File: src/rtl/ptmr_pkg.sv
// Shared constants of the period timer: register map, field layout,
// reset values and scaler limits.
// Assumes a 32-bit classic Wishbone slave port with byte addresses.
package ptmr_pkg;

  // ----------------------------------------------------------------
  // Widths
  // ----------------------------------------------------------------
  localparam int CNT_W = 8;             // Timer and period width
  localparam int SCL_W = 4;             // Prescaler and postscaler width
  localparam int ADR_W = 5;             // Byte address bits decoded
  localparam int INS_DIV = 4;           // Instruction clock = MCLK / 4

  // ----------------------------------------------------------------
  // Register byte offsets
  // ----------------------------------------------------------------
  localparam logic [4:0] OFS_COUNT = 5'h00;   // timer_count
  localparam logic [4:0] OFS_PERIOD = 5'h04;  // period_value
  localparam logic [4:0] OFS_CTRL = 5'h08;    // timer_control
  localparam logic [4:0] OFS_FLAG = 5'h0C;    // peripheral_flag_reg
  localparam logic [4:0] OFS_ENABLE = 5'h10;  // peripheral_enable_reg

  // ----------------------------------------------------------------
  // Field positions
  // ----------------------------------------------------------------
  localparam int PRE_LSB = 0;           // prescale_select [1:0]
  localparam int POST_LSB = 3;          // postscale_select [6:3]
  localparam int FLAG_BIT = 0;          // match_irq_flag
  localparam int ENABLE_BIT = 0;        // match_irq_enable

  // ----------------------------------------------------------------
  // Reset values
  // ----------------------------------------------------------------
  localparam logic [7:0] COUNT_RST = 8'h00;
  localparam logic [7:0] PERIOD_RST = 8'hFF;
  localparam logic [1:0] PRE_RST = 2'h0;
  localparam logic [3:0] POST_RST = 4'h0;

  // ----------------------------------------------------------------
  // Prescaler terminal counts
  // ----------------------------------------------------------------
  localparam logic [3:0] PRE_LIM_1 = 4'h0;    // Divide by one
  localparam logic [3:0] PRE_LIM_4 = 4'h3;    // Divide by four
  localparam logic [3:0] PRE_LIM_16 = 4'hF;   // Divide by sixteen
  localparam logic [1:0] PRE_CODE_1 = 2'h0;
  localparam logic [1:0] PRE_CODE_4 = 2'h1;

endpackage

File: src/rtl/inst_clk_div.sv
// Instruction clock divider: one-cycle enable every DIV clocks.
// Assumes a single free-running clock and an asynchronous low reset.
`timescale 1ns/100ps
module inst_clk_div
#(
  parameter int DIV = 4
)
(
  input wire logic clk,
  input wire logic rst_n,
  output logic tick
);

  // Phase counter within one instruction cycle
  logic [$clog2(DIV)-1:0] phase;
  // Last phase reached
  wire last_phase = (phase == ($clog2(DIV))'(DIV - 1));

  // ----------------------------------------------------------------
  // Divider
  // ----------------------------------------------------------------
  // Count phases and pulse on the wrap
  always_ff @(posedge clk or negedge rst_n)
  begin
    if (!rst_n)
    begin
      phase <= '0;
      tick <= 1'b0;
    end
    else
    begin
      phase <= last_phase ? '0 : phase + 1'b1;
      tick <= last_phase;
    end
  end

endmodule // inst_clk_div

File: src/rtl/scale_counter.sv
// Ratio counter used as prescaler and postscaler: wraps on limit.
// Assumes step and clear come from logic on the same clock.
`timescale 1ns/100ps
module scale_counter
#(
  parameter int W = 4
)
(
  input wire logic clk,
  input wire logic rst_n,
  input wire logic clear,
  input wire logic step,
  input wire logic [W-1:0] limit,
  output logic wrap
);

  // Current count
  logic [W-1:0] count;
  // Count reaches its limit on this step
  assign wrap = step && !clear && (count >= limit);

  // ----------------------------------------------------------------
  // Counter
  // ----------------------------------------------------------------
  // Clear wins; otherwise step and wrap
  always_ff @(posedge clk or negedge rst_n)
  begin
    if (!rst_n)
      count <= '0;
    else if (clear)
      count <= '0;
    else if (wrap)
      count <= '0;
    else if (step)
      count <= count + 1'b1;
  end

endmodule // scale_counter

File: src/rtl/period_timer.sv
// Period timer with prescaler, postscaler and match interrupt,
// reached over a classic Wishbone slave port.
// Assumes one clock MCLK at 125 MHz and an asynchronous low reset
// that stands for every device reset source.
`timescale 1ns/100ps

// Overview of operation
// - Counts on the MCLK/4 instruction tick
// - Counter counts up from zero
// - Prescaler divides by one, four or sixteen
// - Counter equal to period gives match pulse
// - Match clears counter, steps postscaler
// - Counter and period are software readable, writable
// - Reset clears counter, period becomes all ones
// - Writes to counter or control clear scalers
// - Postscaler terminal count sets the flag
// - Interrupt only when flag and enable set
// - Sixteen postscale ratios, one to sixteen
// - Match pulse synchronous to the system clock
// - Sleep stops counting, holds counter and period
module period_timer
(
  input wire logic MCLK,
  input wire logic RST_N,
  input wire logic SLEEP,
  input wire logic WB_CYC_I,
  input wire logic WB_STB_I,
  input wire logic WB_WE_I,
  input wire logic [ptmr_pkg::ADR_W-1:0] WB_ADR_I,
  input wire logic [3:0] WB_SEL_I,
  input wire logic [31:0] WB_DAT_I,
  output logic [31:0] WB_DAT_O,
  output logic WB_ACK_O,
  output logic PERIOD_MATCH,
  output logic IRQ
);

  // ----------------------------------------------------------------
  // State
  // ----------------------------------------------------------------
  logic [ptmr_pkg::CNT_W-1:0] timer_count;   // Running count
  logic [ptmr_pkg::CNT_W-1:0] period_value;  // Match value
  logic [1:0] prescale_select;               // Prescale code
  logic [3:0] postscale_select;              // Postscale ratio minus one
  logic match_irq_flag;                      // Sticky interrupt flag
  logic match_irq_enable;                    // Interrupt mask
  logic sleep_s1, sleep_s2, sleep_s3;        // Sleep synchroniser
  logic sleep_state;                         // Filtered sleep level

  // ----------------------------------------------------------------
  // Bus decode
  // ----------------------------------------------------------------
  wire req = WB_CYC_I && WB_STB_I && !WB_ACK_O;     // New access
  wire wr = req && WB_WE_I && WB_SEL_I[0];           // Low lane write
  wire rd = req && !WB_WE_I;                          // Read access
  wire hit_count = (WB_ADR_I == ptmr_pkg::OFS_COUNT);
  wire hit_period = (WB_ADR_I == ptmr_pkg::OFS_PERIOD);
  wire hit_ctrl = (WB_ADR_I == ptmr_pkg::OFS_CTRL);
  wire hit_flag = (WB_ADR_I == ptmr_pkg::OFS_FLAG);
  wire hit_enable = (WB_ADR_I == ptmr_pkg::OFS_ENABLE);
  wire wr_count = wr && hit_count;
  wire wr_period = wr && hit_period;
  wire wr_ctrl = wr && hit_ctrl;
  wire wr_flag = wr && hit_flag;
  wire wr_enable = wr && hit_enable;
  wire rd_flag = rd && hit_flag;
  wire [7:0] wdat = WB_DAT_I[7:0];

  // Read multiplexer, unmapped addresses read zero
  wire [7:0] ctrl_view = {1'b0, postscale_select, 1'b0, prescale_select};
  wire [7:0] rd_byte =
    hit_count ? timer_count :
    hit_period ? period_value :
    hit_ctrl ? ctrl_view :
    hit_flag ? {7'h00, match_irq_flag} :
    hit_enable ? {7'h00, match_irq_enable} : 8'h00;

  // ----------------------------------------------------------------
  // Timing chain
  // ----------------------------------------------------------------
  logic ins_tick;       // Instruction clock enable
  logic pre_wrap;       // Prescaled count enable
  logic post_wrap;      // Postscaler terminal count

  wire scaler_clear = wr_count || wr_ctrl;
  wire pre_step = ins_tick && !sleep_state;
  wire at_period = (timer_count == period_value);
  wire count_step = pre_wrap && !wr_count;           // Write wins
  wire match_now = count_step && at_period;

  // Prescale code to terminal count
  wire [3:0] pre_limit =
    (prescale_select == ptmr_pkg::PRE_CODE_1) ? ptmr_pkg::PRE_LIM_1 :
    (prescale_select == ptmr_pkg::PRE_CODE_4) ? ptmr_pkg::PRE_LIM_4 :
    ptmr_pkg::PRE_LIM_16;

  // Instruction clock from the system clock
  inst_clk_div #(.DIV(ptmr_pkg::INS_DIV)) u_div
  (
    .clk(MCLK),
    .rst_n(RST_N),
    .tick(ins_tick)
  );

  // Prescaler ahead of the counter
  scale_counter #(.W(ptmr_pkg::SCL_W)) u_pre
  (
    .clk(MCLK),
    .rst_n(RST_N),
    .clear(scaler_clear),
    .step(pre_step),
    .limit(pre_limit),
    .wrap(pre_wrap)
  );

  // Postscaler stepped by match events
  scale_counter #(.W(ptmr_pkg::SCL_W)) u_post
  (
    .clk(MCLK),
    .rst_n(RST_N),
    .clear(scaler_clear),
    .step(match_now),
    .limit(postscale_select),
    .wrap(post_wrap)
  );

  // ----------------------------------------------------------------
  // Sleep synchroniser
  // ----------------------------------------------------------------
  // Three stages; level accepted when the last two agree
  always_ff @(posedge MCLK or negedge RST_N)
  begin
    if (!RST_N)
    begin
      sleep_s1 <= 1'b0;
      sleep_s2 <= 1'b0;
      sleep_s3 <= 1'b0;
      sleep_state <= 1'b0;
    end
    else
    begin
      sleep_s1 <= SLEEP;
      sleep_s2 <= sleep_s1;
      sleep_s3 <= sleep_s2;
      if (sleep_s2 == sleep_s3)
        sleep_state <= sleep_s3;
    end
  end

  // ----------------------------------------------------------------
  // Counter and period
  // ----------------------------------------------------------------
  // Software write first, then match clear, then increment
  always_ff @(posedge MCLK or negedge RST_N)
  begin
    if (!RST_N)
    begin
      timer_count <= ptmr_pkg::COUNT_RST;
      period_value <= ptmr_pkg::PERIOD_RST;
    end
    else
    begin
      if (wr_count)
        timer_count <= wdat;
      else if (match_now)
        timer_count <= ptmr_pkg::COUNT_RST;
      else if (count_step)
        timer_count <= timer_count + 1'b1;
      if (wr_period)
        period_value <= wdat;
    end
  end

  // ----------------------------------------------------------------
  // Control, flag and enable
  // ----------------------------------------------------------------
  // Flag: hardware set wins over read or zero-write clear
  always_ff @(posedge MCLK or negedge RST_N)
  begin
    if (!RST_N)
    begin
      prescale_select <= ptmr_pkg::PRE_RST;
      postscale_select <= ptmr_pkg::POST_RST;
      match_irq_flag <= 1'b0;
      match_irq_enable <= 1'b0;
    end
    else
    begin
      if (wr_ctrl)
      begin
        prescale_select <= wdat[ptmr_pkg::PRE_LSB +: 2];
        postscale_select <= wdat[ptmr_pkg::POST_LSB +: 4];
      end
      if (post_wrap)
        match_irq_flag <= 1'b1;
      else if (rd_flag || (wr_flag && !wdat[ptmr_pkg::FLAG_BIT]))
        match_irq_flag <= 1'b0;
      if (wr_enable)
        match_irq_enable <= wdat[ptmr_pkg::ENABLE_BIT];
    end
  end

  // ----------------------------------------------------------------
  // Outputs
  // ----------------------------------------------------------------
  // Registered ack, data, match pulse and interrupt
  always_ff @(posedge MCLK or negedge RST_N)
  begin
    if (!RST_N)
    begin
      WB_ACK_O <= 1'b0;
      WB_DAT_O <= 32'h00000000;
      PERIOD_MATCH <= 1'b0;
      IRQ <= 1'b0;
    end
    else
    begin
      WB_ACK_O <= req;
      if (rd)
        WB_DAT_O <= {24'h000000, rd_byte};
      PERIOD_MATCH <= match_now;
      IRQ <= match_irq_flag && match_irq_enable;
    end
  end

  // ----------------------------------------------------------------
  // Check helper
  // ----------------------------------------------------------------
  // Matches counted since the postscaler last wrapped or was cleared
  logic [ptmr_pkg::SCL_W:0] match_seen;
  always_ff @(posedge MCLK or negedge RST_N)
  begin
    if (!RST_N)
      match_seen <= '0;
    else if (scaler_clear || post_wrap)
      match_seen <= '0;
    else if (match_now)
      match_seen <= match_seen + 1'b1;
  end
endmodule // period_timer

File: config.mk
export PLATFORM = sky130hd
export DESIGN_NAME = period_timer
export DESIGN_NICKNAME = d
export VERILOG_FILES = /design/src/rtl/ptmr_pkg.sv /design/src/rtl/inst_clk_div.sv /design/src/rtl/scale_counter.sv /design/src/rtl/period_timer.sv
export SDC_FILE = /design/constraint.sdc
export NUM_CORES = 1
export LEC_CHECK = 0
export ABC_AREA = 1
export BUFFER_PORTS_ARGS = -buffer_cell sky130_fd_sc_hd__buf_4
export CORE_AREA = 4 4 105 107
export DETAILED_ROUTE_END_ITERATION = 10
export DIE_AREA = 0 0 109 111
export HOLD_SLACK_MARGIN = 0.1
export PLACE_DENSITY_LB_ADDON = 0.12
export SLEW_MARGIN = 40
export SYNTH_ARGS = -nofsm -noshare
export SYNTH_HDL_FRONTEND = slang
export SYNTH_SLANG_ARGS = --single-unit
File: constraint.sdc
create_clock -name MCLK -period 4.1 [get_ports MCLK]
set_input_delay 0.205 -clock MCLK [delete_from_list [all_inputs] [get_ports MCLK]]
set_output_delay 0.205 -clock MCLK [all_outputs]
set_load 0.03 [all_outputs]
Word-level counts from Yosys, hierarchy flattened
Index checks and enable logic that the tools add are counted.
Widths: inputs -> output; s select.
- $add $sub $neg: 4
- $lt $le $gt $ge: 2
- equal/unequal tests: 8
- multiplexer cells: 19
- reduce and logical (&&, ||, !) cells: 34
- operators by type and width (cell ; number):
    $mux 8 ; 5
    $mux 4 ; 8
    $logic_and 1x1->1 ; 20
    $eq 5x4->1 const B ; 2
    $reduce_bool 3->1 ; 3
    $add 4x1->4 const B ; 2
    $add 8x1->8 const B ; 1
    $eq 8x8->1 ; 1
    $ge 4x4->1 ; 2
    $mux 7 ; 1
    $logic_not 1->1 ; 6
    $eq 5x3->1 const B ; 1
    $eq 5x5->1 const B ; 1
    $logic_not 5->1 ; 1
    $mux 1 ; 4
    $add 2x1->2 const B ; 1
    $eq 2x1->1 const B ; 1
    $eq 2x2->1 const B ; 1
    $logic_not 2->1 ; 1
    $logic_or 1x1->1 ; 2
    $mux 2 ; 1
    $reduce_bool 2->1 ; 1
    $eq 1x1->1 ; 1
- register bits after elaboration: 50
- bits of input ports: 47

Longest topological paths before layout
- depth in word-level cells: 15
- mapped depth: 11

By module
Synthesis repeated with hierarchy kept, for this count alone.
- cell total of the unflattened synthesis: 388
- area total of the unflattened synthesis: 3032.9 um2
- modules (own cells, without submodules) (module ; instances ; cells an instance ; area each (um2) ; seq. area each (um2)):
    period_timer ; 1 ; 287 ; 2238.4 ; 985.9
    scale_counter ; 2 ; 48 ; 351.6 ; 100.1
    inst_clk_div ; 1 ; 5 ; 91.3 ; 75.1

Worst setup path after synthesis
Ideal clock, no wire load.
- kind: flip-flop to flip-flop
- start: register prescale_select[1]
- end: register match_irq_flag
- setup time: 0.083 ns
- data arrival time: 1.536 ns
- slack: 2.481 ns
- cell stages (with the launch flop): 10
- path buffers: 0
- path through: dfrtp_1 -> nor2_1 -> inv_1 -> ha_1 -> nand4_1 -> nand3_1 -> inv_1 -> nor2_4 -> nand3_1 -> o21ai_0
- word-level cells in the longest chain between the ends: 10
- RTL lines (element ; RTL line ; source):
    start: declaration ; period_timer.sv:43 ; logic [1:0] prescale_select;
    start signal: assignment ; period_timer.sv:182 ; prescale_select <= ptmr_pkg::PRE_RST;
    start signal: assignment ; period_timer.sv:191 ; prescale_select <= wdat[ptmr_pkg::PRE_LSB +: 2];
    $eq 2x1->1 ; period_timer.sv:94 ; (prescale_select == ptmr_pkg::PRE_CODE_4) ? ptmr_pkg::PRE_LIM_4 :
    $mux 4 ; period_timer.sv:94 ;
    $mux 4 (*) ; period_timer.sv:93 ; (prescale_select == ptmr_pkg::PRE_CODE_1) ? ptmr_pkg::PRE_LIM_1 :
    $ge 4x4->1 (*) ; scale_counter.sv:20 ; assign wrap = step && !clear && (count >= limit);
    $logic_and 1x1->1 (*) ; scale_counter.sv:20 ;
    $logic_and 1x1->1 (*) ; period_timer.sv:88 ; wire count_step = pre_wrap && !wr_count;
    $logic_and 1x1->1 (*) ; period_timer.sv:89 ; wire match_now = count_step && at_period;
    $logic_and 1x1->1 (*) (2 in series) ; scale_counter.sv:20 ;
    $mux 1 or $reduce_bool 2->1 (tied branches) ; n/a ;
    end signal: assignment ; period_timer.sv:184 ; match_irq_flag <= 1'b0;
    end signal: assignment ; period_timer.sv:195 ; match_irq_flag <= 1'b1;
    end signal: assignment ; period_timer.sv:197 ; match_irq_flag <= 1'b0;
    end: declaration ; period_timer.sv:45 ; logic match_irq_flag;
Mark *: on every way between the ends. The rest lies on a longest branch, timed or not.
A chain may end at the register's enable or synchronous reset.

Worst setup path in the final report
Ends and elaborated chain as after synthesis.

==> impl_metrics.json <==
{
  "cts.reportedPaths.clkPinSlew_ns": 0.10,
  "grt_antenna_before_repair": 0,
  "synth_top_flop_cell": "dfrtp_1",
  "synth_area_leaders": "dfrtp_1, nand2_1, nand3_1",
  "post-dp-hpwl_um": 5050,
  "cts.root.buffer_cell": "clkbuf_8",
  "setup_cp_type": "reg -> reg",
  "final-setup-viol-count": 0,
  "min_period_over_period_pct": 48.8,
  "critical_path.endpoint_type": "register",
  "grt.overflow.total": 0,
  "synthDominantCellAreaShare_pct": 35.4,
  "core_area_sq_mm": 0.0101,
  "power.density_cell_area_mw_per_mm2": 350,
  "ys_seq_area_share_pct": 42.5,
  "critical_path_arrival_ns": 2.24,
  "async_flop_share_pct": 100,
  "hold_violations": 0,
  "htree_levels": 2,
  "route.detailed.vias_per_inst": 4.35,
  "worst-slew-pin-transition_ns": 0.670,
  "grt_start_max_net_pins": 51,
  "finalMaxSlewViolations": 0,
  "diodes": 0,
  "io_pins": 82,
  "worst_ir_drop_on_vdd_v": 0.000142,
  "routabilityCongestion": 0.789,
  "startpoint_type": "register",
  "setup_clock_skew_after_layout_ns": 0.00974,
  "synth.top_cells.by_count": "nand2_1, inv_1, nand3_1",
  "post-synth-top-count-cell": "nand2_1",
  "place_ws_ns": 2.02,
  "fmax_achieved_ghz": 0.499,
  "drv.max_cap_violation_count": 0,
  "first_pass_iteration_count_of_the_detailed_router": 4,
  "die_width_um": 109,
  "number_of_placement_rows": 37,
  "drc": 0,
  "crit_fanout": 9,
  "synth_cell_type_count": 34,
  "worst_hold_slack_ns": 0.126,
  "ys.warnings.count": 0,
  "routed-via-count": 2317,
  "min_period_ns": 2.00,
  "detailedRoute.firstIterationViolations": 84,
  "status": "finished clean",
  "synthCells": 364,
  "cts_sinks": 50,
  "synth_area_per_cell_sq_um": 8.16,
  "initial_utilization_pct": 29.3,
  "netlist.top_cell.by_area": "dfrtp_1",
  "finalWorstSetupSlack_ns": 2.10,
  "areaGrowthSynthToFinish_pct": 13.5,
  "synth_enable_flop_cells": 0,
  "ctsLongestPathBuffers": 2,
  "wl_per_cell_um": 12.8,
  "postSynthRegisterBits": 50,
  "critPathRequiredTime_ns": 4.33,
  "power_leakage_nw": 1.64,
  "place.port_buffers": 30,
  "rrSetupSlack_ns": 2.10,
  "height_of_the_die_um": 111,
  "grt_use_total_pct": 11.8,
  "clock_tree_from_tritoncts": "yes",
  "grt_setup_unrepaired": "no",
  "post_synth_instance_area_sq_mm": 0.00297,
  "timing.slew.headroom_pct": 55.3,
  "cts_bufs_inserted": 5,
  "tns_ns": 0,
  "finalInstanceArea_sq_mm": 0.00337,
  "layout-drive-gt1-share_pct": 17.4,
  "number_of_nets_with_antenna_violations_after_detailed_routing": 0,
  "floorplan.die_area_sq_mm": 0.0121,
  "placement.cell_area_sq_mm": 0.00323,
  "worst_hold_path_type": "in -> reg",
  "numnets_final": 455,
  "first_global_vias": 2251,
  "grt_pass1_wl_um": 11300,
  "drt_wl_total_um": 6810,
  "clkLatencyLatePin_ns": 0.31
}
==> where the power goes <==
group / leakage, nW / switching [mW] / internal (mW)
Sequential: 0.639 / 0.0473 / 0.534
Combinational: 0.945 / 0.149 / 0.0827
Clock: 0.0585 / 0.166 / 0.199
==> metrics by stage <==
step,util (%),std cells,power [mW]
after global routing,33.2,533,1.25
final,33.2,533,1.18
after floorplan,-,387,0.772
after CTS,33.2,533,1.20
after global placement,31.9,523,0.818
after detailed placement,31.9,523,0.822
==> cell usage in the layout (no fill, tap or decap), drive strengths merged, types with 2 or more instances in the layout <==
| cell type | n |
|---|---|
| inv | 51 |
| nand4 | 3 |
| nor2 | 30 |
| nand2 | 75 |
| conb | 24 |
| o22ai | 4 |
| nand3 | 49 |
| dfrtp | 42 |
| a221oi | 2 |
| xnor2 | 2 |
| nor3 | 2 |
| clkbuf | 7 |
| buf | 30 |
| dfstp | 8 |
| dlygate4sd3 | 2 |
| a21oi | 14 |
| ha | 12 |
| o21ai | 25 |
| xor2 | 8 |
==> final cells by class <==
type,count,area (sq um)
clock buffers,7,86.3
repair buffers,32,245
clock inverters,1,30.0
inverters,52,200
well taps,136,170
flip-flops and latches,50,1260
multi-input cells,255,1380
fillers,1096,6770
==> state kept, by name, summed over array words and instances, names as in the netlist, 2 cells and up <==
register	cells
timer_count	8
WB_DAT_O	8
u_post.count	4
u_pre.count	4
period_value	8
postscale_select	4
prescale_select	2
u_div.phase	2
==> worst max-delay path: stages (launching register included) <==
cell      delay (ns)
dfrtp_1         0.40
nor2_1          0.18
inv_1           0.06
ha_1            0.18
o21bai_1        0.13
nand3_1         0.07
nand3_1         0.22
inv_1           0.12
nor2_4          0.27
nand3_1         0.18
o21ai_0         0.11
==> worst paths after layout <==
check	cells after the start	end	startpoint
worst max-delay path	10	match_irq_flag	prescale_select[1]
worst min-delay path	3	timer_count[7]	WB_DAT_I[7]
worst max register to register	10	match_irq_flag	prescale_select[1]
worst min register to register	0	sleep_s2	sleep_s1
max in group asynchronous	2	postscale_select[0]	RST_N
min in group asynchronous	2	WB_ACK_O	RST_N
==> routing by layer <==
metal | global-route usage [%] | vias to the layer above | wire, um
li1 | - | 1185 | -
met1 | 16.0 | 1077 | 3200
met2 | 18.9 | 53 | 3280
met3 | 2.10 | 2 | 283
met4 | 3.45 | 0 | 40
met5 | 0 | - | 0
==> logic make-up after synthesis <==
logic type                 synth area share, %
adders and majority gates                 5.39
xor gates and xnor gates                  2.95
other                                    0.126
AOI/OAI and AO/OA                         9.39
DFF                                       42.5
buffers and inverters                     14.1
and+or+nand+nor                           25.6
==> what timing repair did <==
action	in CTS	in global routing
hold buffers	2	0
setup buffers	0	0
setup endpoints to repair	0	0
hold endpoints to repair	43	0
resized for setup	0	0
(Power assumes the default switching activity.)
